<file path="src/sysopt_defines.svh">
/*
 system options, part number and periodic wakeup register block:
 register offsets, field positions, reset values and period bases.
 assumes inclusion by bare name from every file that decodes registers.
*/
// Notes on behaviour
// - watchdog clock select: internal 1-kHz or bus
// - watchdog clock select writable once per reset
// - pin-select bit moves two-wire bus pins
// - comparator routing bit feeds capture channel 0
// - high id upper nibble reserved, writes ignored
// - fixed read-only 12-bit part number
// - wakeup flag set on each period timeout
// - acknowledge write-1 clears flag, reads zero
// - wakeup clock select: internal or external
// - wakeup interrupt enable gates the request
// - period select zero stops the timer
// - internal periods 8 ms to 1.024 s
// - external periods 256 to 32768 clocks
// - first timeout may come one tick early
`ifndef SYSOPT_DEFINES_SVH
`define SYSOPT_DEFINES_SVH

// byte addresses on the register bus
`define OFF_SYSTEM_OPTIONS_SECOND 32'h0000_0000
`define OFF_PART_NUMBER_HIGH      32'h0000_0004
`define OFF_PART_NUMBER_LOW       32'h0000_0008
`define OFF_WAKEUP_STATUS_CONTROL 32'h0000_000C
`define OFF_IRQ_STATUS            32'h0000_0010
`define OFF_IRQ_MASK              32'h0000_0014

// options register fields
`define BIT_WATCHDOG_CLOCK_SELECT 7
`define BIT_TWOWIRE_PIN_SELECT    1
`define BIT_COMPARATOR_TO_CAPTURE 0

// wakeup status and control fields
`define BIT_WAKEUP_FLAG           7
`define BIT_WAKEUP_ACKNOWLEDGE    6
`define BIT_WAKEUP_CLOCK_SELECT   5
`define BIT_WAKEUP_INT_ENABLE     4

// reset values
`define RST_WATCHDOG_CLOCK_SELECT 1'h0
`define RST_TWOWIRE_PIN_SELECT    1'h0
`define RST_COMPARATOR_TO_CAPTURE 1'h0
`define RST_WAKEUP_PERIOD_SELECT  3'h0
`define RST_IRQ_MASK              1'h0

// period bases in ticks: code 1 gives base, code n>1 gives base << n
`define WAKEUP_INT_BASE           16'h0008
`define WAKEUP_EXT_BASE           16'h0100

// bus answers
`define RESP_OKAY                 2'h0
`define RESP_SLVERR               2'h2

`endif

</file>
<file path="src/sysopt_pkg.sv">
/*
 types shared by the system options block and its wakeup ticker.
 assumes nothing of its surroundings.
*/
package sysopt_pkg;

   // write channel sequence, gray along idle -> commit -> respond
   typedef enum logic [1:0]
   {
      WR_IDLE   = 2'b00,
      WR_COMMIT = 2'b01,
      WR_RESP   = 2'b11
   } wr_state_e;

   // wakeup ticker state
   typedef struct packed
   {
      logic [15:0] cnt;      // ticks counted in this period
      logic [3:0]  cfg;      // clock select and period code last seen
      logic        timeout;  // one-cycle timeout pulse
   } ticker_s;

   // register block state
   typedef struct packed
   {
      wr_state_e   wst;       // write sequence
      logic        aw_have;   // write address captured
      logic        w_have;    // write data captured
      logic        awready;   // bus handshakes
      logic        wready;
      logic        bvalid;
      logic [1:0]  bresp;
      logic [31:0] awaddr;
      logic [7:0]  wdata;
      logic        wstrb0;
      logic        arready;
      logic        rvalid;
      logic [1:0]  rresp;
      logic [31:0] rdata;
      logic        wdog_cs;   // watchdog clock select
      logic        wdog_lock; // options written once since reset
      logic        pin_sel;   // two-wire pin placement
      logic        cmp_route; // comparator to capture routing
      logic        flag;      // wakeup flag
      logic        wk_clks;   // wakeup clock select
      logic        wk_ie;     // wakeup interrupt enable
      logic [2:0]  wk_sel;    // wakeup period select
      logic        irq_stat;  // sticky timeout event
      logic        irq_mask;
      logic [2:0]  sy1;       // pin synchronisers
      logic [2:0]  sy2;
      logic [2:0]  sy3;       // edge history
      logic        wreq;      // registered outputs
      logic        irq;
      logic        wdog_tick;
      logic        cap_ch0;
   } regs_s;

endpackage

</file>
<file path="src/wakeup_ticker.sv">
/*
 periodic wakeup ticker: counts ticks of the selected source and pulses
 a timeout at the end of each selected period.
 assumes one-cycle tick strobes already synchronised to aclk.
*/
module wakeup_ticker
   import sysopt_pkg::*;
(
   // clock and reset
   input  wire logic       aclk,
   input  wire logic       aresetn,
   // tick strobes
   input  wire logic       tick_int,
   input  wire logic       tick_ext,
   // configuration
   input  wire logic       clk_sel,
   input  wire logic [2:0] period_sel,
   // result
   output logic            timeout
);
`include "sysopt_defines.svh"

   ticker_s     q;        // registered state
   ticker_s     d;        // next state
   logic        tick;     // selected tick
   logic [15:0] period;   // ticks per period

   // period lookup for both sources
   always_comb
   begin
      logic [15:0] base;
      base = clk_sel ? `WAKEUP_EXT_BASE : `WAKEUP_INT_BASE;
      if (period_sel == 3'h1)
      begin
         period = base;
      end
      else
      begin
         period = base << period_sel;
      end
   end

   assign tick = clk_sel ? tick_ext : tick_int;

   // count and pulse
   always_comb
   begin
      d = q;
      d.timeout = 1'b0;
      d.cfg = {clk_sel, period_sel};
      if (!aresetn)
      begin
         d = '0;
      end
      else if (period_sel == 3'h0)
      begin
         d.cnt = '0;
      end
      else if (q.cfg != {clk_sel, period_sel})
      begin
         // restart; a tick part-way done makes the first period short
         d.cnt = '0;
      end
      else if (tick)
      begin
         if (q.cnt == period - 16'h0001)
         begin
            d.cnt = '0;
            d.timeout = 1'b1;
         end
         else
         begin
            d.cnt = q.cnt + 16'h0001;
         end
      end
   end

   // state register
   always_ff @(posedge aclk)
   begin
      q <= d;
   end

   assign timeout = q.timeout;

endmodule

</file>
<file path="src/sysopt_top.sv">
/*
 system options, part number and periodic wakeup registers behind an
 axi4-lite slave, with a sticky wakeup event and one interrupt output.
 assumes oscillator, crystal and comparator inputs are asynchronous pins
 and that the bus master keeps at most one read and one write open.
*/
// Our own choices: the address map and register access over AXI4-Lite.
module sysopt_top
   import sysopt_pkg::*;
#(
   parameter logic [11:0] PART_NUMBER = 12'h0_5A3 // value arbitrary
)
(
   // clock and reset
   input  wire logic        aclk,
   input  wire logic        aresetn,
   // axi4-lite write address
   input  wire logic [31:0] s_axi_awaddr,
   input  wire logic        s_axi_awvalid,
   output logic             s_axi_awready,
   // axi4-lite write data
   input  wire logic [31:0] s_axi_wdata,
   input  wire logic [3:0]  s_axi_wstrb,
   input  wire logic        s_axi_wvalid,
   output logic             s_axi_wready,
   // axi4-lite write response
   output logic [1:0]       s_axi_bresp,
   output logic             s_axi_bvalid,
   input  wire logic        s_axi_bready,
   // axi4-lite read address
   input  wire logic [31:0] s_axi_araddr,
   input  wire logic        s_axi_arvalid,
   output logic             s_axi_arready,
   // axi4-lite read data
   output logic [31:0]      s_axi_rdata,
   output logic [1:0]       s_axi_rresp,
   output logic             s_axi_rvalid,
   input  wire logic        s_axi_rready,
   // asynchronous sources
   input  wire logic        osc_1khz_in,
   input  wire logic        ext_crystal_in,
   input  wire logic        analog_comparator_out,
   // option outputs
   output logic             watchdog_clock_select,
   output logic             watchdog_tick,
   output logic             twowire_pin_select,
   output logic             comparator_to_capture,
   output logic             capture_ch0_from_comparator,
   // wakeup and interrupt
   output logic             wakeup_request,
   output logic             irq
);
`include "sysopt_defines.svh"

   regs_s q;            // registered state
   regs_s d;            // next state
   logic  tick_int;     // 1-kHz rising edge
   logic  tick_ext;     // crystal rising edge
   logic  wk_timeout;   // period reached
   logic  flag_clr;     // acknowledge written
   logic  stat_clr;     // event status cleared

   // rising edges seen on the second and third stages only
   assign tick_int = q.sy2[0] & ~q.sy3[0];
   assign tick_ext = q.sy2[1] & ~q.sy3[1];

   // periodic wakeup counter
   wakeup_ticker u_ticker
   (
      .aclk       (aclk),
      .aresetn    (aresetn),
      .tick_int   (tick_int),
      .tick_ext   (tick_ext),
      .clk_sel    (q.wk_clks),
      .period_sel (q.wk_sel),
      .timeout    (wk_timeout)
   );

   // next-state logic: bus, registers, flags, outputs
   always_comb
   begin
      d = q;
      flag_clr = 1'b0;
      stat_clr = 1'b0;
      // pins pass two flops before anything reads them
      d.sy1 = {analog_comparator_out, ext_crystal_in, osc_1khz_in};
      d.sy2 = q.sy1;
      d.sy3 = q.sy2;

      // write channel
      case (q.wst)
         WR_IDLE:
         begin
            // address and data in either order
            if (s_axi_awvalid && q.awready)
            begin
               d.awaddr = s_axi_awaddr;
               d.aw_have = 1'b1;
               d.awready = 1'b0;
            end
            if (s_axi_wvalid && q.wready)
            begin
               d.wdata = s_axi_wdata[7:0];
               d.wstrb0 = s_axi_wstrb[0];
               d.w_have = 1'b1;
               d.wready = 1'b0;
            end
            if (d.aw_have && d.w_have)
            begin
               d.wst = WR_COMMIT;
            end
         end
         WR_COMMIT:
         begin
            d.aw_have = 1'b0;
            d.w_have = 1'b0;
            d.bvalid = 1'b1;
            d.bresp = `RESP_OKAY;
            d.wst = WR_RESP;
            if (q.awaddr == `OFF_SYSTEM_OPTIONS_SECOND)
            begin
               if (q.wstrb0)
               begin
                  if (!q.wdog_lock)
                  begin
                     d.wdog_cs = q.wdata[`BIT_WATCHDOG_CLOCK_SELECT];
                     d.wdog_lock = 1'b1;
                  end
                  d.pin_sel = q.wdata[`BIT_TWOWIRE_PIN_SELECT];
                  d.cmp_route = q.wdata[`BIT_COMPARATOR_TO_CAPTURE];
               end
            end
            else if (q.awaddr == `OFF_PART_NUMBER_HIGH)
            begin
               // read-only, whole byte ignored
               d.bresp = `RESP_OKAY;
            end
            else if (q.awaddr == `OFF_PART_NUMBER_LOW)
            begin
               // read-only
               d.bresp = `RESP_OKAY;
            end
            else if (q.awaddr == `OFF_WAKEUP_STATUS_CONTROL)
            begin
               if (q.wstrb0)
               begin
                  flag_clr = q.wdata[`BIT_WAKEUP_ACKNOWLEDGE];
                  d.wk_clks = q.wdata[`BIT_WAKEUP_CLOCK_SELECT];
                  d.wk_ie = q.wdata[`BIT_WAKEUP_INT_ENABLE];
                  d.wk_sel = q.wdata[2:0];
               end
            end
            else if (q.awaddr == `OFF_IRQ_STATUS)
            begin
               stat_clr = q.wstrb0 & q.wdata[0];
            end
            else if (q.awaddr == `OFF_IRQ_MASK)
            begin
               if (q.wstrb0)
               begin
                  d.irq_mask = q.wdata[0];
               end
            end
            else
            begin
               // unmapped address
               d.bresp = `RESP_SLVERR;
            end
         end
         WR_RESP:
         begin
            // reopen both channels once the answer is taken
            if (s_axi_bready)
            begin
               d.bvalid = 1'b0;
               d.awready = 1'b1;
               d.wready = 1'b1;
               d.wst = WR_IDLE;
            end
         end
         default:
         begin
            d.wst = WR_IDLE;
         end
      endcase

      // read channel, one cycle to data
      if (s_axi_arvalid && q.arready)
      begin
         d.arready = 1'b0;
         d.rvalid = 1'b1;
         d.rresp = `RESP_OKAY;
         d.rdata = 32'h0000_0000;
         if (s_axi_araddr == `OFF_SYSTEM_OPTIONS_SECOND)
         begin
            d.rdata[7:0] = {q.wdog_cs, 5'h00, q.pin_sel, q.cmp_route};
         end
         else if (s_axi_araddr == `OFF_PART_NUMBER_HIGH)
         begin
            // reserved nibble reads zero
            d.rdata[7:0] = {4'h0, PART_NUMBER[11:8]};
         end
         else if (s_axi_araddr == `OFF_PART_NUMBER_LOW)
         begin
            d.rdata[7:0] = PART_NUMBER[7:0];
         end
         else if (s_axi_araddr == `OFF_WAKEUP_STATUS_CONTROL)
         begin
            // acknowledge bit always reads zero
            d.rdata[7:0] = {q.flag, 1'b0, q.wk_clks, q.wk_ie,
                            1'b0, q.wk_sel};
         end
         else if (s_axi_araddr == `OFF_IRQ_STATUS)
         begin
            d.rdata[0] = q.irq_stat;
         end
         else if (s_axi_araddr == `OFF_IRQ_MASK)
         begin
            d.rdata[0] = q.irq_mask;
         end
         else
         begin
            d.rresp = `RESP_SLVERR;
         end
      end
      else if (q.rvalid && s_axi_rready)
      begin
         d.rvalid = 1'b0;
         d.arready = 1'b1;
      end

      // flags: a timeout in the clearing cycle wins
      if (flag_clr)
      begin
         d.flag = 1'b0;
      end
      if (stat_clr)
      begin
         d.irq_stat = 1'b0;
      end
      if (wk_timeout)
      begin
         d.flag = 1'b1;
         d.irq_stat = 1'b1;
      end

      // registered outputs
      d.wreq = d.flag & d.wk_ie;
      d.irq = d.irq_stat & d.irq_mask;
      d.wdog_tick = q.wdog_cs ? tick_int : 1'b1;
      d.cap_ch0 = q.cmp_route & q.sy2[2];

      // synchronous reset
      if (!aresetn)
      begin
         d = '0;
         d.wst = WR_IDLE;
         d.awready = 1'b1;
         d.wready = 1'b1;
         d.arready = 1'b1;
         d.wdog_cs = `RST_WATCHDOG_CLOCK_SELECT;
         d.pin_sel = `RST_TWOWIRE_PIN_SELECT;
         d.cmp_route = `RST_COMPARATOR_TO_CAPTURE;
         d.wk_sel = `RST_WAKEUP_PERIOD_SELECT;
         d.irq_mask = `RST_IRQ_MASK;
      end
   end

   // state register
   always_ff @(posedge aclk)
   begin
      q <= d;
   end

   // ports straight from flops
   assign s_axi_awready = q.awready;
   assign s_axi_wready = q.wready;
   assign s_axi_bvalid = q.bvalid;
   assign s_axi_bresp = q.bresp;
   assign s_axi_arready = q.arready;
   assign s_axi_rvalid = q.rvalid;
   assign s_axi_rresp = q.rresp;
   assign s_axi_rdata = q.rdata;
   assign watchdog_clock_select = q.wdog_cs;
   assign watchdog_tick = q.wdog_tick;
   assign twowire_pin_select = q.pin_sel;
   assign comparator_to_capture = q.cmp_route;
   assign capture_ch0_from_comparator = q.cap_ch0;
   assign wakeup_request = q.wreq;
   assign irq = q.irq;
endmodule

</file>
<file path="config.mk">
export PLATFORM = sky130hd
export DESIGN_NAME = sysopt_top
export DESIGN_NICKNAME = d
export VERILOG_FILES = /design/src/sysopt_pkg.sv /design/src/wakeup_ticker.sv /design/src/sysopt_top.sv
export VERILOG_INCLUDE_DIRS = /design/src
export SDC_FILE = /design/constraint.sdc
export NUM_CORES = 1
export LEC_CHECK = 0
export BUFFER_PORTS_ARGS = -buffer_cell sky130_fd_sc_hd__buf_2
export CORE_MARGIN = 4
export CORE_UTILIZATION = 40
export CTS_CLUSTER_DIAMETER = 120
export DETAILED_ROUTE_END_ITERATION = 8
export PLACE_DENSITY = 0.74
export REMOVE_ABC_BUFFERS = 1
export SYNTH_ARGS = -nofsm -noshare
export SYNTH_HDL_FRONTEND = slang
export SYNTH_SLANG_ARGS = --single-unit
</file>
<file path="constraint.sdc">
create_clock -name aclk -period 5.4 [get_ports aclk]
set_input_delay 0.27 -clock aclk [delete_from_list [all_inputs] [get_ports aclk]]
set_output_delay 0.27 -clock aclk [all_outputs]
set_load 0.01 [all_outputs]
</file>
==> results of run 1 <==
## metal layers
| layer | wire (um) | vias to the layer above |
|---|---|---|
| met5 | 0 | - |
| li1 | - | 2109 |
| met1 | 5040 | 1817 |
| met2 | 4900 | 106 |
| met3 | 747 | 15 |
| met4 | 201 | 0 |
## through the flow
| stage | setup slack (ns) | cells |
|---|---|---|
| 6_report | 1.59 | 816 |
| 5_1_grt | 1.28 | 815 |
| 4_1_cts | 1.59 | 815 |
| 3_5_place_dp | 1.61 | 799 |
| 3_3_place_gp | 1.68 | 799 |
| 2_1_floorplan | 2.22 | 548 |
## cell usage in the layout, fill, tap and decap left out, drive strengths merged, types with 2 or more instances in the layout
master,n
clkbuf,10
a21oi,62
nand4,11
a221oi,3
mux2i,17
clkinv,3
ha,2
nor2b,5
o21ai,19
nand3,5
xor2,9
nor3,10
nor2,56
conb,29
a31oi,6
a211oi,2
and3,5
or4b,3
nand2b,11
o211a,2
dfxtp,102
buf,104
o2111ai,3
xnor2,11
inv,13
o211ai,6
or3,3
or3b,3
o31ai,2
nor4,15
and2,14
nor4b,3
nand2,95
## worst paths after layout
check                          endpoint             startpoint  slack, ns  depth (start not counted)
min reg2reg             q[7]$_SDFF_PN0_       q[10]$_SDFF_PN0_       0.44                          1
max          u_ticker.q[8]$_SDFFE_PP0P_     q[19]$_SDFFE_PN0P_       1.59                          8
min                    q[12]$_SDFF_PN0_  analog_comparator_out       0.13                          2
max reg2reg  u_ticker.q[8]$_SDFFE_PP0P_     q[19]$_SDFFE_PN0P_       1.59                          8
## power groups by stage
stage,clock network (W),logic (W),registers (W)
after floorplan,0,0.000110,0.000834
after global placement,0,0.000180,0.000836
after detailed placement,0,0.000183,0.000837
after CTS,0.000701,0.000183,0.000820
after global routing,0.000726,0.000206,0.000825
final,0.000679,0.000181,0.000820
## critical path: cells and delay by family (launching register included)
kind	cells	cell delay (ns)
AO/OA/AOI/OAI	3	1.22
XOR/XNOR	1	0.14
adder cells (fa/ha/maj)	1	0.48
flip-flops	1	0.93
AND/OR/NAND/NOR	3	0.88
## logic make-up (layout without fill, tap and decap cells)
kind of cell               Yosys count  in the layout
and+or+nand+nor                    247            247
AOI/OAI and AO/OA                  119            119
DFF                                102            102
buffers and inverters               81            132
xor gates and xnor gates            20             20
muxes                               17             17
adders and majority gates            2              2
other                                2             30
## area by class of cell
| class | instances | area (um^2) |
|---|---|---|
| multi-input combinational | 434 | 2470 |
| timing repair buffer | 104 | 528 |
| clock inverter | 6 | 78.8 |
| antenna | 1 | 2.50 |
| tap | 147 | 184 |
| inverter | 12 | 45.0 |
| sequential | 102 | 2040 |
| clock buffer | 10 | 239 |
| fill | 1234 | 6420 |
==> results.yml, run 1 <==
outcome:
  status: "completed"
floorplan:
  initial_core_util_pct: 40.7
  io_pins: 158
  die_h_um: 119
  row_count: 40
  fp.coreArea_um2: 12000
  die_w_um: 119
  die_area_um2: 14100
power:
  clock_power_share_pct: 40.4
  p_per_area_nw_per_um2: 301
  peakVddDrop_uv: 190
  power_leakage_nw: 2.25
  p_int_w: 0.00125
  combPwrFrac_pct: 10.8
  power_frac_seq_pct: 48.8
  swShare_pct: 25.8
  power_w: 0.00168
  p_sw_w: 0.000434
synthesis:
  synth-xor-area-share_pct: 3.58
  synth.cell_area_um2: 4890
  synth.largest_area_cell: "dfxtp_1"
  ys_async_sr_fraction_pct: 0
  synthAdderAreaFrac_pct: 0.511
  synth-main-ff-cell: "dfxtp_1"
  yosysMostFrequentCell: "dfxtp_1"
  synth_top_area_share_pct: 41.7
  synth_edf_count: 0
  synth_compound_area_share_pct: 15.0
  synth_cell_types: 68
  yosys-top-cells-area: "dfxtp_1, nand2_1, a21oi_1, buf_4, nor2_1"
  muxShareOfSynthArea_pct: 3.48
  avgSynthCellArea_um2: 8.29
  synth_top_family_by_area: "simple AND/OR/NAND/NOR gates"
  synth_seq_area_share_pct: 41.7
  synth-simple-area-share_pct: 25.5
  ys_ff_latch: 102
  ys_top_cells_by_count: "dfxtp_1, nand2_1, a21oi_1"
  synthCells: 590
  yosysWarnings: 0
finish:
  largest_register_ffs: 61
  nets: 775
  fin_util_pct: 46.5
  regMostFlops: "q"
  final_cell_area_um2: 5590
  drive_above_1_share_pct: 21.4
  syn_to_final_growth_pct: 14.2
timing:
  grt_setup_unrepaired: "false"
  drv_slew: 0
  max_freq_ghz: 0.263
  slew_headroom_pct: 31.5
  setup_violations: 0
  finalCriticalPeriod_ns: 3.81
  hold_viol_final: 0
  holdWs_ns: 0.127
  fin_skew_ns: 0.00824
  fin_crit_sh_pct: 70.5
  tightestPinTransition_ns: 1.03
  tns_ns: 0
cts:
  cts_made_buffers: 9
  cts_tree: "built"
  cts_hold_buf: 0
  htreeDepth: 3
  clk_path_buf_depth: 2
  ctsResizeCount: 0
  clock_latency_ns: 0.35
  root_buffer: "clkbuf_16"
  postCtsSetupBuffers: 0
  clk_pin_slew_worst_paths_ns: 0.07
  cts.sinks: 102
min_path:
  hold_path.class: "input port to flop"
route:
  initialDrtViolationCount: 170
  totalWireLength_mm: 10.9
  wire_per_inst_um: 13.3
  ant_nets: 0
  route.vias.total: 4047
  drt_first_pass_iters: 4
  drc: 0
  viasPerCell: 4.96
worst_setup_path:
  slowest_stage: "dfxtp_1"
  required_ns: 5.60
  crit_type: "flop to flop"
  path_cells: "or3_4 -> ha_1 -> nor4b_2 -> a211oi_2 -> xnor2_1 -> a2111o_1 -> o31ai_4 -> nor2_1"
  max_stage_delay_ns: 0.93
  cp-start-kind: "flop"
  crit_path_end_kind: "flop"
  critPathArrivalTime_ns: 4.01
  cp_max_fo: 28
place:
  place_hpwl_mm: 7.75
  place_congestion: 0.795
  io_buffers: 101
  dpl_cell_area_um2: 5270
global_route:
  grt_use_met1_pct: 19.3
  grt-busiest-layer: "met2"
  grt_pass1_wl_mm: 17.5
  met3_usage_pct: 5.69
  grt_use_total_pct: 15.1
  use_met2_pct: 23.4
  grt_antenna_before_repair: 0
  grt_max_degree: 41
  grt_pass1_vias: 3730
  overflow: 0
job:
  cap_violations: 0
Power figures use the tool's default switching activity.
==> run 2, diff against run 1 <==
Settings changed: PLACE_DENSITY 0.74 to 0.77.
Clock period 5.4 ns to 3.2 ns, I/O delays scaled along.
==> run 2 against run 1 <==
  * Via count increased by 1.8%
  * Sequential power increased by 68%
  * Die area unchanged
  * Critical endpoint is now u_ticker.q[9]$_SDFFE_PP0P_
  * Highest routed layer unchanged
==> results.yml, run 2 (synthesis results as in run 1) <==
worst_setup_path:
  r2r_end: "u_ticker.q[9]$_SDFFE_PP0P_"
  timing.reg2reg.setup_slack_ns: 0.24
  rr_worst_depth: 9
  cp-start-kind: "flop"
  r2r-start: "q[17]$_SDFFE_PN0P_"
  critPathArrivalTime_ns: 3.19
  cp_max_fo: 13
  crit_type: "flop to flop"
  required_ns: 3.43
  crit_path_end_kind: "flop"
timing:
  drv_slew: 0
  tns_ns: 0
  fin_skew_ns: 0.0116
  fin_crit_sh_pct: 92.4
  hold_viol_final: 0
  max_freq_ghz: 0.338
  setup_ws_ns: 0.243
  grt_setup_unrepaired: "false"
  finalCriticalPeriod_ns: 2.96
  tightestPinTransition_ns: 1.02
  setup_violations: 0
  slew_headroom_pct: 32.2
place:
  place_congestion: 0.801
  place_hpwl_mm: 7.83
  dp_slack_ns: 0.287
  dp.cells: 806
  io_buffers: 101
finish:
  final_common_cell: "dfxtp_1"
  drive_above_1_share_pct: 22.2
  nets: 782
  antennaDiodeCount: 0
  syn_to_final_growth_pct: 15.0
  stdcell_count: 822
  largest_register_ffs: 61
  nFillCells: 1190
  regMostFlops: "q"
  final_cell_mix: "dfxtp_1, buf_2, nand2_1, a21oi_1, nor2_1"
power:
  swShare_pct: 25.9
  peakVddDrop_uv: 343
  combPwrFrac_pct: 10.8
  power_frac_seq_pct: 49.0
  power_leakage_nw: 2.29
  p_int_w: 0.00209
  p_sw_w: 0.000732
  clock_power_share_pct: 40.2
  p_per_area_nw_per_um2: 501
cts:
  cts_tree: "built"
  root_buffer: "clkbuf_16"
  cts_made_buffers: 9
  cts.sinks: 102
  clk_path_buf_depth: 2
  htreeDepth: 3
  cts_hold_buf: 0
  clock_latency_ns: 0.35
  ctsResizeCount: 0
  clk_pin_slew_worst_paths_ns: 0.07
  postCtsSetupBuffers: 0
floorplan:
  io_pins: 158
  initial_core_util_pct: 40.7
  row_count: 40
  die_area_um2: 14100
  die_w_um: 119
  die_h_um: 119
  fp.coreArea_um2: 12000
route:
  totalWireLength_mm: 10.6
  ant_nets: 0
  drc: 0
  viasPerCell: 5.01
  initialDrtViolationCount: 221
  drt_first_pass_iters: 5
  route.vias.total: 4120
  wire_per_inst_um: 12.9
job:
  cap_violations: 0
min_path:
  hp-start: "analog_comparator_out"
  min_path_cells: 2
  hold_path.class: "input port to flop"
  worst_hold_path.endpoint: "q[12]$_SDFF_PN0_"
global_route:
  overflow: 0
  grt_pass1_vias: 3701
  grt_use_total_pct: 14.9
  grt_antenna_before_repair: 0
  grt_pass1_wl_mm: 17.6
  grt_max_degree: 33
outcome:
  status: "completed"
-- run 2: cell types whose count changed in the layout (fill, tap and decap cells not counted) --
cell        delta
clkinv_8       -1
clkinv_2       -1
clkbuf_8       -1
diode_2        -1
clkinvlp_4     -1
buf_4          +7
inv_6          +4
-- run 2: power groups by stage --
stage | clock (W) | sequential (W) | combinational (W)
floorplan | 0 | 0.00141 | 0.000185
global placement | 0 | 0.00141 | 0.000305
detailed placement | 0 | 0.00141 | 0.000308
CTS | 0.00116 | 0.00138 | 0.000310
global route | 0.00121 | 0.00139 | 0.000349
finish | 0.00113 | 0.00138 | 0.000305
-- run 2: worst max path at each step --
stage                                  start                          end  slack (ns)
after floorplan           q[16]$_SDFFE_PN0P_  u_ticker.q[20]$_SDFFE_PP0P_        0.02
after global placement    q[17]$_SDFFE_PN0P_   u_ticker.q[9]$_SDFFE_PP0P_        0.41
after detailed placement  q[17]$_SDFFE_PN0P_   u_ticker.q[8]$_SDFFE_PP0P_        0.29
after CTS                 q[17]$_SDFFE_PN0P_   u_ticker.q[8]$_SDFFE_PP0P_        0.27
after global routing      q[17]$_SDFFE_PN0P_   u_ticker.q[8]$_SDFFE_PP0P_        0.10
final                     q[17]$_SDFFE_PN0P_   u_ticker.q[9]$_SDFFE_PP0P_        0.24
-- run 2: worst max-delay path, cell delays in order (launching register included) --
cell and delay (ns):
dfxtp_1 0.31, or3_4 0.39, ha_1 0.36, nor4b_1 0.56
a21o_1 0.15, a221oi_1 0.08, a2111o_1 0.47, o31ai_4 0.19
buf_4 0.26, nor2_1 0.07
-- run 2: routing by layer --
| metal | part of all wire [%] | vias to the layer above | GRT usage [%] |
|---|---|---|---|
| met5 | 0 | - | 0 |
| met4 | 1.1 | 0 | 3.62 |
| met3 | 6.4 | 7 | 4.78 |
| met2 | 47 | 105 | 24.4 |
| met1 | 45 | 1872 | 18.9 |
| li1 | - | 2136 | - |
-- run 2: cell type report --
type	instances	area [um^2]	share of cell area, %
flip-flops and latches	102	2040	36.3
multi-input cells	434	2470	43.8
clock buffers	9	225	4.00
inverters	12	45.0	0.800
repair buffers	111	581	10.3
clock inverters	7	85.1	1.51
well taps	147	184	3.27
-- run 2: through the flow --
step	util [%]	hold WS, ns	instance area [um^2]	power (W)
3_3_place_gp	44.3	0.368	5320	0.00171
5_1_grt	46.9	0.0249	5630	0.00296
4_1_cts	46.9	0.0126	5630	0.00285
2_1_floorplan	-	0.236	4550	0.00159
6_report	46.9	0.0198	5630	0.00282
3_5_place_dp	44.3	0.371	5320	0.00172
==> run 3, diff against run 2 <==
--- a/config.mk
+++ b/config.mk
@@ -13,4 +13,5 @@
 export DETAILED_ROUTE_END_ITERATION = 8
 export PLACE_DENSITY = 0.77
+export RECOVER_POWER = 50
 export REMOVE_ABC_BUFFERS = 1
 export SYNTH_ARGS = -nofsm -noshare
==> constraint.sdc (replaced) <==
create_clock -name aclk -period 3.2 [get_ports aclk]
set_input_delay 0.16 -clock aclk [delete_from_list [all_inputs] [get_ports aclk]]
set_output_delay 0.16 -clock aclk [all_outputs]
set_load 0.05 [all_outputs]
==> run 3 against run 2 <==
  * Non-clock buffer count is the same
  * Routed wire length about the same
  * Final cell count unchanged
  * Combinational power is 30% higher
==> results.yml, run 3 (synthesis results as in run 1) <==
finish:
  final_cell_area_um2: 5600
  final_cell_mix: "dfxtp_1, nand2_1, buf_2, a21oi_1, nor2_1"
  antennaDiodeCount: 0
  final_common_cell: "dfxtp_1"
  nets: 782
  fin_util_pct: 46.6
  syn_to_final_growth_pct: 14.4
  largest_register_ffs: 61
  drive_above_1_share_pct: 19.0
  regMostFlops: "q"
  nFillCells: 1200
worst_setup_path:
  cp-start-kind: "flop"
  critPathArrivalTime_ns: 3.18
  crit_type: "flop to flop"
  required_ns: 3.43
  crit_path_end_kind: "flop"
  cp_max_fo: 13
cts:
  cts_made_buffers: 9
  clock_latency_ns: 0.35
  cts_hold_buf: 0
  clk_pin_slew_worst_paths_ns: 0.07
  htreeDepth: 3
  cts_tree: "built"
  postCtsSetupBuffers: 0
  clk_path_buf_depth: 2
  cts.sinks: 102
  root_buffer: "clkbuf_16"
  ctsResizeCount: 0
power:
  peakVddDrop_uv: 344
  p_per_area_nw_per_um2: 520
  power_leakage_nw: 2.20
route:
  wire_per_inst_um: 12.9
  route.vias.total: 4119
  viasPerCell: 5.01
  ant_nets: 0
  drt_first_pass_iters: 4
  totalWireLength_mm: 10.6
  initialDrtViolationCount: 191
  drc: 0
place:
  dp_slack_ns: 0.287
  dpl_cell_area_um2: 5320
  io_buffers: 101
  place_congestion: 0.801
  place_hpwl_mm: 7.83
floorplan:
  die_w_um: 119
  die_area_um2: 14100
  io_pins: 158
  initial_core_util_pct: 40.7
  die_h_um: 119
  row_count: 40
  fp.coreArea_um2: 12000
global_route:
  overflow: 0
  grt_pass1_vias: 3701
  grt_antenna_before_repair: 0
  grt_use_total_pct: 14.9
  grt_pass1_wl_mm: 17.6
  grt_max_degree: 33
timing:
  tightestPinTransition_ns: 1.03
  slew_headroom_pct: 31.4
  grt_setup_unrepaired: "false"
  setup_violations: 0
  drv_slew: 0
  hold_viol_final: 0
  tns_ns: 0
  finalCriticalPeriod_ns: 2.96
  fin_crit_sh_pct: 92.4
  setup_ws_ns: 0.245
  fin_skew_ns: 0.0114
  max_freq_ghz: 0.338
  holdWs_ns: 0.0221
outcome:
  status: "completed"
job:
  cap_violations: 0
min_path:
  hold_path.class: "input port to flop"
## run 3: cell types whose count changed in the layout (fill, tap and decap cells not counted), sizes merged
| cell | previous run | this run |
|---|---|---|
| buf | 111 | 89 |
| clkbuf | 9 | 31 |
## run 3: layer usage
metal / wire length (um) / track usage, %
met1: 4810 / 18.9
met2: 4980 / 24.4
met3: 664 / 4.78
met4: 144 / 3.62
met5: 0 / 0
## run 3: report_power, final
part	internal (W)	total, W	switching, W
Clock	0.000626	0.00113	0.000505
Sequential	0.00134	0.00138	0.0000465
Combinational	0.000123	0.000396	0.000273
## run 3: per-stage QoR
| stage | power [W] | std cells |
|---|---|---|
| 2_1_floorplan | 0.00169 | 548 |
| 3_3_place_gp | 0.00181 | 806 |
| 3_5_place_dp | 0.00182 | 806 |
| 4_1_cts | 0.00295 | 822 |
| 5_1_grt | 0.00305 | 822 |
| 6_report | 0.00291 | 822 |
## run 3: layout make-up
type / count / area [um^2] / share of cell area [%]
multi-input cells: 434 / 2470 / 44.1
flip-flops and latches: 102 / 2040 / 36.5
repair buffers: 111 / 551 / 9.83
clock buffers: 9 / 225 / 4.02
well taps: 147 / 184 / 3.28
clock inverters: 7 / 85.1 / 1.52
inverters: 12 / 45.0 / 0.804
## run 3: worst max-delay path, stage by stage, from the launching register on
cell      delay, ns
dfxtp_1        0.31
or3_4          0.39
ha_1           0.36
nor4b_1        0.57
a21o_1         0.15
a221oi_1       0.08
a2111o_1       0.47
o31ai_4        0.19
buf_4          0.26
nor2_1         0.07
## run 3: final timing paths
| kind | start | endpoint | slack, ns | cells after the start |
|---|---|---|---|---|
| hold / removal | analog_comparator_out | q[12]$_SDFF_PN0_ | 0.02 | 2 |
| setup / recovery | q[17]$_SDFFE_PN0P_ | u_ticker.q[9]$_SDFFE_PP0P_ | 0.24 | 9 |
| hold reg to reg | q[11]$_SDFF_PN0_ | q[8]$_SDFF_PN0_ | 0.44 | 1 |
| setup reg to reg | q[17]$_SDFFE_PN0P_ | u_ticker.q[9]$_SDFFE_PP0P_ | 0.24 | 9 |
